==> config.mk <==
export PLATFORM = sky130hd
export DESIGN_NAME = mcg_clock_output
export DESIGN_NICKNAME = d
export VERILOG_FILES = /design/src/mcg_pkg.sv /design/src/mcg_clk_div.sv /design/src/mcg_clock_output.sv
export SDC_FILE = /design/constraint.sdc
export NUM_CORES = 1
export LEC_CHECK = 0
export BUFFER_PORTS_ARGS = -buffer_cell sky130_fd_sc_hd__buf_2
export CAP_MARGIN = 20
export CORE_UTILIZATION = 55
export CTS_CLUSTER_SIZE = 25
export DETAILED_ROUTE_END_ITERATION = 7
export PLACE_DENSITY = 0.78
export SYNTH_ARGS = -nofsm -noshare
export SYNTH_HDL_FRONTEND = slang
export SYNTH_SLANG_ARGS = --single-unit
==> constraint.sdc <==
create_clock -name mclk -period 5.4 [get_ports mclk]
set_clock_uncertainty 0.15 [all_clocks]
set_input_delay 0 -clock mclk [delete_from_list [all_inputs] [get_ports mclk]]
set_output_delay 0 -clock mclk [all_outputs]
set_load 0.01 [all_outputs]
==> src/mcg_pkg.sv <==
// constants shared by the microcontroller clock output block
package mcg_pkg;

  // register map
  localparam logic [7:0] CTRL_OFFSET   = 8'h0a;
  localparam logic [7:0] STATUS_OFFSET = 8'h0b;
  localparam logic [7:0] CTRL_RESET    = 8'h0b;
  localparam logic [7:0] CTRL_MASK     = 8'h3f;

  // control field positions
  localparam int SEL_LSB   = 0;
  localparam int LFEN_BIT  = 3;
  localparam int TAIL_LSB  = 4;

  // status field positions
  localparam int STAT_RUN_BIT  = 0;
  localparam int STAT_LF_BIT   = 1;
  localparam int STAT_TAIL_BIT = 2;

  // divider select codes
  localparam logic [2:0] SEL_30MHZ = 3'h0;
  localparam logic [2:0] SEL_15MHZ = 3'h1;
  localparam logic [2:0] SEL_10MHZ = 3'h2;
  localparam logic [2:0] SEL_4MHZ  = 3'h3;
  localparam logic [2:0] SEL_3MHZ  = 3'h4;
  localparam logic [2:0] SEL_2MHZ  = 3'h5;
  localparam logic [2:0] SEL_1MHZ  = 3'h6;
  localparam logic [2:0] SEL_LF    = 3'h7;

  // output periods in crystal half-cycle ticks (30 MHz crystal, 60 M ticks/s)
  localparam logic [6:0] PER_30MHZ = 7'h02;
  localparam logic [6:0] PER_15MHZ = 7'h04;
  localparam logic [6:0] PER_10MHZ = 7'h06;
  localparam logic [6:0] PER_4MHZ  = 7'h0f;
  localparam logic [6:0] PER_3MHZ  = 7'h14;
  localparam logic [6:0] PER_2MHZ  = 7'h1e;
  localparam logic [6:0] PER_1MHZ  = 7'h3c;

  // tail lengths in output cycles
  localparam logic [9:0] TAIL_NONE = 10'h000;
  localparam logic [9:0] TAIL_128  = 10'h080;
  localparam logic [9:0] TAIL_256  = 10'h100;
  localparam logic [9:0] TAIL_512  = 10'h200;

  // output controller states
  typedef enum logic [1:0] {
    ST_RUN,
    ST_TAIL,
    ST_STOPPED,
    ST_LOWF
  } mcg_state_t;

endpackage : mcg_pkg

==> src/mcg_clk_div.sv <==
// free-running tick divider with restart, level and end-of-period pulse
`timescale 1ns/10ps
`default_nettype none
module mcg_clk_div (
  // clock and reset
  input  wire logic       mclk,
  input  wire logic       reset,
  // control
  input  wire logic       tick,
  input  wire logic       restart,
  input  wire logic [6:0] period,
  // divided clock
  output logic            level,
  output logic            wrap
);

  logic [6:0] cnt_q;
  logic [6:0] cnt_d;

  // high for the first half of the period, low for the rest
  assign level = (cnt_q < {1'b0, period[6:1]});
  assign wrap  = tick && (cnt_q >= period - 7'h01);

  // next count
  always_comb begin
    cnt_d = cnt_q;
    if (restart) begin
      cnt_d = 7'h00;
    end else if (wrap) begin
      cnt_d = 7'h00;
    end else if (tick) begin
      cnt_d = cnt_q + 7'h01;
    end
  end

  // count register
  always_ff @(posedge mclk or posedge reset) begin
    if (reset) begin
      cnt_q <= 7'h00;
    end else begin
      cnt_q <= cnt_d;
    end
  end

endmodule : mcg_clk_div
`default_nettype wire

==> src/mcg_clock_output.sv <==
// microcontroller clock output generator with sleep switch and clock tail
`timescale 1ns/10ps
`default_nettype none
module mcg_clock_output (
  // clock and reset
  input  wire logic       mclk,
  input  wire logic       reset,
  // register port
  input  wire logic [7:0] regAddr,
  input  wire logic [7:0] regWrData,
  input  wire logic       regWrEn,
  input  wire logic       regRdEn,
  output logic      [7:0] regRdData,
  // oscillator ticks and chip mode
  input  wire logic       xtalTick,
  input  wire logic       lfTick,
  input  wire logic       sleepCmd,
  input  wire logic       irqPending,
  // outputs
  output logic            clockOutPinO,
  output logic            clockOutPinOe,
  output logic            xtalEnable
);

  // divider period for a select code
  function automatic logic [6:0] sel_period(input logic [2:0] sel);
    case (sel)
      mcg_pkg::SEL_30MHZ: sel_period = mcg_pkg::PER_30MHZ;
      mcg_pkg::SEL_15MHZ: sel_period = mcg_pkg::PER_15MHZ;
      mcg_pkg::SEL_10MHZ: sel_period = mcg_pkg::PER_10MHZ;
      mcg_pkg::SEL_4MHZ:  sel_period = mcg_pkg::PER_4MHZ;
      mcg_pkg::SEL_3MHZ:  sel_period = mcg_pkg::PER_3MHZ;
      mcg_pkg::SEL_2MHZ:  sel_period = mcg_pkg::PER_2MHZ;
      default:            sel_period = mcg_pkg::PER_1MHZ;
    endcase
  endfunction : sel_period

  // tail length for a tail code
  function automatic logic [9:0] tail_len(input logic [1:0] code);
    case (code)
      2'h1:    tail_len = mcg_pkg::TAIL_128;
      2'h2:    tail_len = mcg_pkg::TAIL_256;
      2'h3:    tail_len = mcg_pkg::TAIL_512;
      default: tail_len = mcg_pkg::TAIL_NONE;
    endcase
  endfunction : tail_len

  logic [7:0]          ctrl_q;
  logic [7:0]          ctrl_d;
  logic [7:0]          rdData_q;
  logic [7:0]          rdData_d;
  mcg_pkg::mcg_state_t state_q;
  mcg_pkg::mcg_state_t state_d;
  logic [9:0]          tail_q;
  logic [9:0]          tail_d;
  logic                lfLevel_q;
  logic                lfLevel_d;
  logic                pin_q;
  logic                pin_d;
  logic                pinOe_q;
  logic                xtalEn_q;
  logic                xtalEn_d;
  logic                divRestart;
  logic                divLevel;
  logic                divWrap;
  logic [2:0]          sel;
  logic                lfEn;
  logic [1:0]          tailCode;
  logic                sleepEff;
  logic                useLf;
  logic                curLevel;
  logic                curWrap;
  logic [7:0]          status;

  // control fields
  assign sel      = ctrl_q[mcg_pkg::SEL_LSB +: 3];
  assign lfEn     = ctrl_q[mcg_pkg::LFEN_BIT];
  assign tailCode = ctrl_q[mcg_pkg::TAIL_LSB +: 2];

  // sleep only takes effect once no interrupt is pending
  assign sleepEff = sleepCmd && !irqPending;

  // source select: low-frequency in ST_LOWF (lf sleep) or for code 111
  assign useLf    = (state_q == mcg_pkg::ST_LOWF) || (sel == mcg_pkg::SEL_LF);
  assign curLevel = useLf ? lfLevel_q : divLevel;
  assign curWrap  = useLf ? (lfTick && lfLevel_q) : divWrap; // lf period ends on its falling edge, divider period on its rising edge

  // crystal divider
  mcg_clk_div u_div (
    .mclk    (mclk),
    .reset   (reset),
    .tick    (xtalTick),
    .restart (divRestart),
    .period  (sel_period(sel)),
    .level   (divLevel),
    .wrap    (divWrap)
  );

  // low-frequency clock toggles on each half-period tick
  assign lfLevel_d = lfTick ? !lfLevel_q : lfLevel_q;

  // output state machine
  always_comb begin
    state_d    = state_q;
    tail_d     = tail_q;
    divRestart = 1'b0;
    case (state_q)
      mcg_pkg::ST_RUN: begin
        if (sleepEff && curWrap) begin
          if (lfEn) begin
            state_d = mcg_pkg::ST_LOWF;
          end else if (tail_len(tailCode) == mcg_pkg::TAIL_NONE) begin
            state_d = mcg_pkg::ST_STOPPED;
          end else begin
            state_d = mcg_pkg::ST_TAIL;
            tail_d  = tail_len(tailCode);
          end
        end
      end
      mcg_pkg::ST_TAIL: begin
        if (!sleepEff) begin
          state_d = mcg_pkg::ST_RUN;
        end else if (curWrap) begin
          tail_d = tail_q - 10'h001;
          if (tail_q == 10'h001) begin
            state_d = mcg_pkg::ST_STOPPED;
          end
        end
      end
      mcg_pkg::ST_STOPPED: begin
        if (!sleepEff) begin
          state_d    = mcg_pkg::ST_RUN;
          divRestart = 1'b1;
        end
      end
      mcg_pkg::ST_LOWF: begin
        if (!sleepEff && curWrap) begin
          state_d    = mcg_pkg::ST_RUN;
          divRestart = 1'b1;
        end
      end
      default: begin
        state_d = mcg_pkg::ST_RUN;
      end
    endcase
  end

  // pin level, low while stopped
  always_comb begin
    pin_d = curLevel;
    if (state_q == mcg_pkg::ST_STOPPED) begin
      pin_d = 1'b0;
    end
  end

  // crystal runs except in sleep once the output no longer needs it
  always_comb begin
    xtalEn_d = 1'b1;
    if (sleepEff && (state_q == mcg_pkg::ST_STOPPED || state_q == mcg_pkg::ST_LOWF)) begin
      xtalEn_d = 1'b0;
    end
  end

  // status word
  always_comb begin
    status = 8'h00;
    status[mcg_pkg::STAT_RUN_BIT]  = (state_q != mcg_pkg::ST_STOPPED);
    status[mcg_pkg::STAT_LF_BIT]   = useLf;
    status[mcg_pkg::STAT_TAIL_BIT] = (state_q == mcg_pkg::ST_TAIL);
  end

  // register writes and reads
  always_comb begin
    ctrl_d   = ctrl_q;
    rdData_d = 8'h00;
    if (regWrEn && regAddr == mcg_pkg::CTRL_OFFSET) begin
      ctrl_d = regWrData & mcg_pkg::CTRL_MASK;
    end
    if (regRdEn) begin
      case (regAddr)
        mcg_pkg::CTRL_OFFSET:   rdData_d = ctrl_q;
        mcg_pkg::STATUS_OFFSET: rdData_d = status;
        default:                rdData_d = 8'h00;
      endcase
    end
  end

  // state registers
  always_ff @(posedge mclk or posedge reset) begin
    if (reset) begin
      ctrl_q    <= mcg_pkg::CTRL_RESET;
      rdData_q  <= 8'h00;
      state_q   <= mcg_pkg::ST_RUN;
      tail_q    <= 10'h000;
      lfLevel_q <= 1'b0;
      pin_q     <= 1'b0;
      pinOe_q   <= 1'b0;
      xtalEn_q  <= 1'b1;
    end else begin
      ctrl_q    <= ctrl_d;
      rdData_q  <= rdData_d;
      state_q   <= state_d;
      tail_q    <= tail_d;
      lfLevel_q <= lfLevel_d;
      pin_q     <= pin_d;
      pinOe_q   <= 1'b1;
      xtalEn_q  <= xtalEn_d;
    end
  end

  // outputs straight from flops
  assign regRdData     = rdData_q;
  assign clockOutPinO  = pin_q;
  assign clockOutPinOe = pinOe_q;
  assign xtalEnable    = xtalEn_q;

endmodule : mcg_clock_output
`default_nettype wire

==> metrics.md, run 1 <==
| Metric | Value |
|---|---|
| Site row count | 22 |
| Final Instance Area | roughly 2500 sq um |
| Post CTS Setup Buffer Count | 0 |
| Die area | a little over 4000 sq um |
| Worst Hold Depth | 3 |
| RSZ-0062 raised after global routing | false |
| Total GRT Usage | 24.7% |
| Vias in the first global route | about 1.7k |
| Share of cells above drive strength 1 | between 20% and 30% |
| Fin nets | about 300 |
| Max Slew Vio Count | 0 |
| Die W | ~64 um |
| Ys flop type | dfrtp_1 |
| DRC Markers | 0 |
| Hold-fix buffers, CTS | 15 |
| Slew headroom | 43.3% |
| Number of inserted diodes | 0 |
| First-pass GRT wire length | slightly below 8000 um |
| Achievable Freq | between 200 and 300 MHz |
| Post-DP HPWL | approximately 3100 um |
| Pin count of the biggest net entering global routing | 36 |
| Die Y | ~64 um |
| Final ANT Viol Nets | 0 |
| Reg-to-Reg End | tail_q[5]$_DFFE_PP0P_ |
| CTS buffer count | 5 |
| Vias per cell | ~5.7 |
| CTS-repair resized insts | 0 |
| Io pins | 35 |
| Final setup vio count | 0 |
| Leak pwr | between 1 and 1.5 nW |
| Post-Place Cell Area | ~2300 sq um |
| Slew @ Worst Pin | between 0.8 and 0.9 ns |
| # clock sinks | 35 |
| Crit path launch | ctrl_q[0]$_DFFE_PP1P_ |
| Starting density of the core | between 50% and 60% |
| Worst Hold End | ctrl_q[2]$_DFFE_PP0P_ |
| Mapped Area | about 2100 sq um |
| Yosys Warn Count | 0 |
| Crit path time final | 3.35 ns |
| Worst EP arrival | 3.37 ns |
| Outcome | completed |
| Clock buffer depth | 2 |
| Worst-Skew Late Latency | approximately 0.29 ns |
| Initial antenna violation count | 0 |
| Max Cap Viol | 0 |
| Crit Path Max Fanout | 10 |
| Crit start category | register |
| Average cell area after synthesis | between 9 and 10 sq um |
| TritonCTS clock tree | built |
| Fin. Hold Viols | 0 |
| H-Tree Depth | 2 |
| Final Cycle Share | between 60% and 70% |
| I/O Buffers | 30 |
| GPL Wtd Cong | ~0.86 |
| Setup TNS | 0 ns |
| Hold Path Origin | regWrEn |
| Hold Crit Class | in -> reg |
| EDFF count, synth | 0 |
| Critical path endpoint category | register |
| Post-synthesis sequential area ratio | between 40% and 50% |
| Reg2Reg Setup Slack | ~2.1 ns |
| Synthesized flop and latch total | 35 |
| Iteration-0 DRC count of the detailed router | between 100 and 150 |
| P&R area growth vs syn | 19.3% |
| PD cells | approximately 320 nW/um^2 |
| Worst VDD drop | 0.189 mV |
| Kind of critical path | reg -> reg |
| Root Buffer | clkbuf_8 |
| DR WL/cell | around 14 um |
| CP Data Required Time | 5.43 ns |
| Pre-antenna DRT Iters | 4 |
| GRT overflow | 0 |
| Register-to-Register Path Depth | 11 |
| Worst r2r src | ctrl_q[0]$_DFFE_PP1P_ |
| Core Area | between 3000 and 4000 sq um |
| Vias after detailed routing | roughly 1.8k |
| Ys async rst share | 100% |
| Clk slew on worst S/H paths | about 0.080 ns |
| Post-Synthesis Cells | between 200 and 250 |
| Final WL | between 4000 and 5000 um |
| Library cells used by synthesis | 54 |
==> synth_stat cells (all sizes together), types with 2 or more instances <==
| master | count | share of area [%] |
|---|---|---|
| a31oi | 7 | 2.7 |
| nand2b | 6 | 1.8 |
| mux2 | 5 | 2.7 |
| inv | 7 | 1.2 |
| or3 | 2 | 0.59 |
| xor2 | 5 | 2.1 |
| nand2 | 17 | 3.0 |
| nand4 | 3 | 0.89 |
| a31o | 2 | 0.83 |
| nor3b | 3 | 1.3 |
| and2 | 4 | 1.2 |
| dfstp | 4 | 5.0 |
| or4 | 2 | 0.89 |
| a41oi | 2 | 0.83 |
| xnor2 | 3 | 1.2 |
| nor4 | 2 | 0.59 |
| clkbuf | 5 | 0.89 |
| ha | 14 | 8.3 |
| dfrtp | 31 | 37 |
| o21ai | 11 | 2.8 |
| nand3 | 5 | 1.4 |
| a21oi | 12 | 2.9 |
| o211ai | 3 | 1.1 |
| a211oi | 3 | 1.1 |
| conb | 2 | 0.36 |
| mux2i | 2 | 0.95 |
| nor2 | 20 | 3.6 |
| o31ai | 2 | 0.71 |
| nor2b | 6 | 1.8 |
| a21o | 2 | 0.71 |
| nor3 | 7 | 1.7 |
| buf | 6 | 2.3 |
==> critical path, stage by stage (launching register included) <==
cell	delay, ns
dfstp_2	0.60
nor2b_1	0.18
xnor2_1	0.17
ha_1	0.24
nand2_1	0.07
ha_1	0.32
and3_1	0.20
o211ai_1	0.11
o21ai_2	0.22
a31o_1	0.41
nand3_2	0.19
o41ai_1	0.38
==> sequential cells by signal, indices dropped and copies added (netlist names) <==
signal and flops:
tail_q 10, u_div.cnt_q 7, ctrl_q 6, regRdData 6
state_q 2, clockOutPinO 1, clockOutPinOe 1, lfLevel_q 1
xtalEnable 1
==> layout make-up <==
cell class / count / area, sq um
clock buffer: 8 / 100
fill: 288 / 1150
inverter: 7 / 26.3
multi-input combinational: 166 / 1130
sequential: 35 / 881
tap: 48 / 60.1
timing repair buffer: 46 / 308
==> logic make-up after synthesis <==
family,after synthesis,synth area share (%)
AO/OA/AOI/OAI,55,18.6
XOR/XNOR,8,3.33
adder cells (fa/ha/maj),14,8.33
buffers and inverters,18,4.40
flip-flops,35,41.9
multiplexers,7,3.63
other,2,0.357
AND/OR/NAND/NOR,79,19.5
==> layer usage <==
layer | part of all wire [%] | global-route usage (%) | routed length, um
met1 | 47 | 31.4 | 2040
met2 | 48 | 41.5 | 2080
met3 | 4.6 | 5.54 | 202
met4 | 1.1 | 7.95 | 50
met5 | 0 | 0 | 0
==> cell usage in the layout, fill, tap and decap left out, types with 2 or more instances in the layout <==
cell type      instances
o21ai_0                9
a211oi_1               3
a21o_1                 2
a31oi_2                2
o31ai_1                2
nor2_1                20
nor3b_1                2
mux2i_1                2
nand2b_1               6
or3_1                  2
a21oi_1               12
inv_1                  7
nand4_1                3
nor2b_1                6
xor2_1                 5
xnor2_1                3
a31oi_1                5
mux2_2                 5
o211ai_1               3
a41oi_1                2
dfrtp_1               31
clkbuf_8               7
and2_1                 4
nand2_1               17
buf_2                 30
conb_1                 3
dlygate4sd3_1         15
ha_1                  14
nor4_1                 2
nor3_1                 7
dfstp_2                4
nand3_1                4
==> power by group <==
| group | leakage (nW) | internal, mW | switching (mW) |
|---|---|---|---|
| sequential | 0.444 | 0.301 | 0.0568 |
| clock | 0.0515 | 0.116 | 0.0895 |
| combinational | 0.643 | 0.109 | 0.128 |
==> worst max-delay path by stage <==
stage	slack [ns]	end	depth (start not counted)
global route	1.73	tail_q[5]$_DFFE_PP0P_	11
global placement	2.14	tail_q[4]$_DFFE_PP0P_	11
CTS	2.05	tail_q[5]$_DFFE_PP0P_	11
finish	2.05	tail_q[5]$_DFFE_PP0P_	11
floorplan	2.45	tail_q[2]$_DFFE_PP0P_	14
detailed placement	2.05	tail_q[5]$_DFFE_PP0P_	11
==> stage by stage <==
stage                     instances  power [mW]  hold slack [ns]  setup WS (ns)  util, %
after floorplan                 219       0.531          -0.0629           2.45        -
after global placement          287       0.579          -0.0315           2.14     61.7
after detailed placement        287       0.590          -0.0179           2.05     61.7
after CTS                       310       0.803           0.0528           2.05     68.5
after global routing            310       0.862           0.0816           1.73     68.5
final                           310       0.800           0.0488           2.05     68.5
(Power assumes the default switching activity.)
==> inputs of run 2 (changes only) <==
clock period = 3.2 ns   (was 5.4 ns; I/O delays follow)
==> run 2 against run 1 <==
Sequential share of layout area shrank 1.1 points. Die area is the same. Worst hold slack gained 0.034 ns. Largest power group unchanged. Final area grew 3.1%. Clock-buffer cell count is the same. Utilization grew 2.1 points. Final cell count grew 3.2%. Fmax grew 11%.
==> metrics.md, run 2 (same netlist as run 1, synthesis figures left out) <==
| Metric | Value |
|---|---|
| Final ANT Viol Nets | 0 (unchanged) |
| Vias in the first global route | 1666 (was 1703) |
| PnR worst setup slack | 0.180 ns (was 2.05 ns) |
| Post-route insts no fill | 320 (was 310) |
| Final setup vio count | 0 (unchanged) |
| Die Y | 63.8 um (unchanged) |
| Fill count | 288 (unchanged) |
| Dpl cells | 297 (was 287) |
| Most frequent cells in the layout | dfrtp_1 (31), buf_2 (30), nor2_1 (20) (unchanged) |
| Setup TNS | 0 ns (unchanged) |
| Initial antenna violation count | 0 (unchanged) |
| Final Cycle Share | 94.4% (was 62.0%) |
| Final Instance Area | 2590 sq um (was 2510 sq um) |
| Core Area | 3660 sq um (unchanged) |
| Max Slew Vio Count | 0 (unchanged) |
| Worst-Skew Late Latency | 0.29 ns (about the same) |
| Root Buffer | clkbuf_8 (unchanged) |
| # clock sinks | 35 (unchanged) |
| Crit start category | register (unchanged) |
| DRC Markers | 0 (unchanged) |
| Slew @ Worst Pin | 0.632 ns (was 0.843 ns) |
| Clk slew on worst S/H paths | 0.07 ns (was 0.08 ns) |
| Power Internal | 912 uW (was 527 uW) |
| Fin. Hold Viols | 0 (unchanged) |
| Final WL | 4570 um (was 4370 um) |
| Commonest non-fill, non-tap cell in the layout | dfrtp_1 (unchanged) |
| Switching Power | 471 uW (was 274 uW) |
| Hold Crit Class | in -> reg (unchanged) |
| Pin count of the biggest net entering global routing | 36 (unchanged) |
| Leak pwr | 1.19 nW (was 1.14 nW) |
| P&R area growth vs syn | 23.0% (was 19.3%) |
| PD cells | 535 nW/um^2 (was 319 nW/um^2) |
| Critical path endpoint category | register (unchanged) |
| Hold Path Origin | regRdEn (was regWrEn) |
| Fin nets | 309 (was 299) |
| Worst VDD drop | 0.409 mV (was 0.189 mV) |
| Number of inserted diodes | 0 (unchanged) |
| Clk pwr share | 25.4% (was 25.7%) |
| GRT overflow | 0 (unchanged) |
| Total GRT Usage | 24.4% (was 24.7%) |
| Vias after detailed routing | 1785 (was 1753) |
| Crit path launch | ctrl_q[1]$_DFFE_PP1P_ (was ctrl_q[0]$_DFFE_PP1P_) |
| DR WL/cell | 14.3 um (was 14.1 um) |
| Combinational share of power | 31.3% (was 29.6%) |
| Starting density of the core | 57.5% (unchanged) |
| Crit path time final | 3.02 ns (was 3.35 ns) |
| CP Data Required Time | 3.23 ns (was 5.43 ns) |
| CTS buffer count | 5 (unchanged) |
| Achievable Freq | 331 MHz (was 299 MHz) |
| Worst EP arrival | 3.05 ns (was 3.37 ns) |
| Sequential share of power | 43.3% (was 44.7%) |
| Max Cap Viol | 0 (unchanged) |
| Top flop regs | tail_q (10), u_div.cnt_q (7) (unchanged) |
| Post-DP HPWL | 3100 um (was 3080 um) |
| Io pins | 35 (unchanged) |
| Max reg flops | 10 (unchanged) |
| Die area | 4080 sq um (unchanged) |
| Crit Path Max Fanout | 4 (was 10) |
| Switch share | 34.1% (was 34.2%) |
| Site row count | 22 (unchanged) |
| Post-Place Cell Area | 2330 sq um (was 2260 sq um) |
| Outcome | completed (unchanged) |
| Pre-antenna DRT Iters | 4 (unchanged) |
| TritonCTS clock tree | built (unchanged) |
| I/O Buffers | 30 (unchanged) |
| Vias per cell | 5.58 (was 5.65) |
| Die W | 63.8 um (unchanged) |
| Reg area | 881 sq um (unchanged) |
| First-pass GRT wire length | 7620 um (was 7720 um) |
| Iteration-0 DRC count of the detailed router | 69 (was 103) |
| Share of cells above drive strength 1 | 25.0% (was 21.8%) |
| Clock buffer depth | 2 (unchanged) |
| Kind of critical path | reg -> reg (unchanged) |
| Footprint of the multi-input gates | 1140 sq um (was 1130 sq um) |
| Worst r2r src | ctrl_q[1]$_DFFE_PP1P_ (was ctrl_q[0]$_DFFE_PP1P_) |
| RSZ-0062 raised after global routing | false (unchanged) |
| Slew headroom | 57.8% (was 43.3%) |
| Final Hold Slack | 0.0831 ns (was 0.0488 ns) |
| H-Tree Depth | 2 (unchanged) |
| GPL Wtd Cong | 0.868 (was 0.862) |
| Biggest register | tail_q (unchanged) |
| Pre-CTS setup slack | 0.196 ns (was 2.05 ns) |
==> run 2: changes by cell type in the layout (fill, tap and decap cells not counted) <==
cell,delta
ha_1,-1
buf_4,+10
ha_2,+1
==> run 2: critical path, stage by stage (launching register included) <==
cell and delay (ns):
dfstp_2 0.55, nor2b_1 0.05, xnor2_1 0.29, ha_2 0.27, nand2_1 0.06, ha_1 0.29
and3_1 0.17, a221oi_2 0.24, o21ai_2 0.09, buf_4 0.15, a31oi_1 0.35, o21ai_0 0.16
o41ai_1 0.08
==> run 2: final timing paths <==
kind | to | slack, ns | cells after the start
worst max-delay path | tail_q[5]$_DFFE_PP0P_ | 0.18 | 12
worst min-delay path | regRdData[5]$_DFF_PP0_ | 0.08 | 4
worst max register to register | tail_q[5]$_DFFE_PP0P_ | 0.18 | 12
worst min register to register | lfLevel_q$_DFFE_PP0P_ | 0.36 | 1
max in group asynchronous | ctrl_q[1]$_DFFE_PP1P_ | 2.33 | 4
min in group asynchronous | clockOutPinOe$_DFF_PP0_ | 0.23 | 4
==> run 2: metrics by stage <==
stage          util, %  power (mW)
2_1_floorplan        -       0.896
3_3_place_gp      63.7        1.01
3_5_place_dp      63.7        1.02
4_1_cts           70.6        1.38
5_1_grt           70.6        1.48
6_report          70.6        1.38
==> run 2: area by class of cell <==
cell class | instances | share of cell area, %
Clock buffer | 8 | 3.87
Timing Repair Buffer | 56 | 14.8
Multi-Input combinational cell | 166 | 43.9
Inverter | 7 | 1.02
Tap cell | 48 | 2.32
Sequential cell | 35 | 34.1
==> run 2: layer usage <==
| metal | up-vias | track usage, % | wire length [um] |
|---|---|---|---|
| li1 | 886 | - | - |
| met1 | 837 | 31.5 | 2060 |
| met2 | 55 | 39.8 | 2200 |
| met3 | 7 | 5.89 | 230 |
| met4 | 0 | 8.52 | 68 |
| met5 | - | 0 | 0 |
==> run 2: power by group through the flow <==
| stage | clock network [mW] | registers (mW) | logic, mW |
|---|---|---|---|
| 2_1_floorplan | 0 | 0.575 | 0.321 |
| 3_3_place_gp | 0 | 0.603 | 0.405 |
| 3_5_place_dp | 0 | 0.604 | 0.416 |
| 4_1_cts | 0.352 | 0.597 | 0.433 |
| 5_1_grt | 0.380 | 0.608 | 0.493 |
| 6_report | 0.351 | 0.598 | 0.433 |
==> run 2: repair_timing <==
item | 4_1_cts | 5_1_grt
endpoints found under the hold margin | 46 | 0
gates resized for setup | 0 | 1
hold buffers | 15 | 0
endpoints found under the setup margin | 0 | 2
buffers inserted | 0 | 0
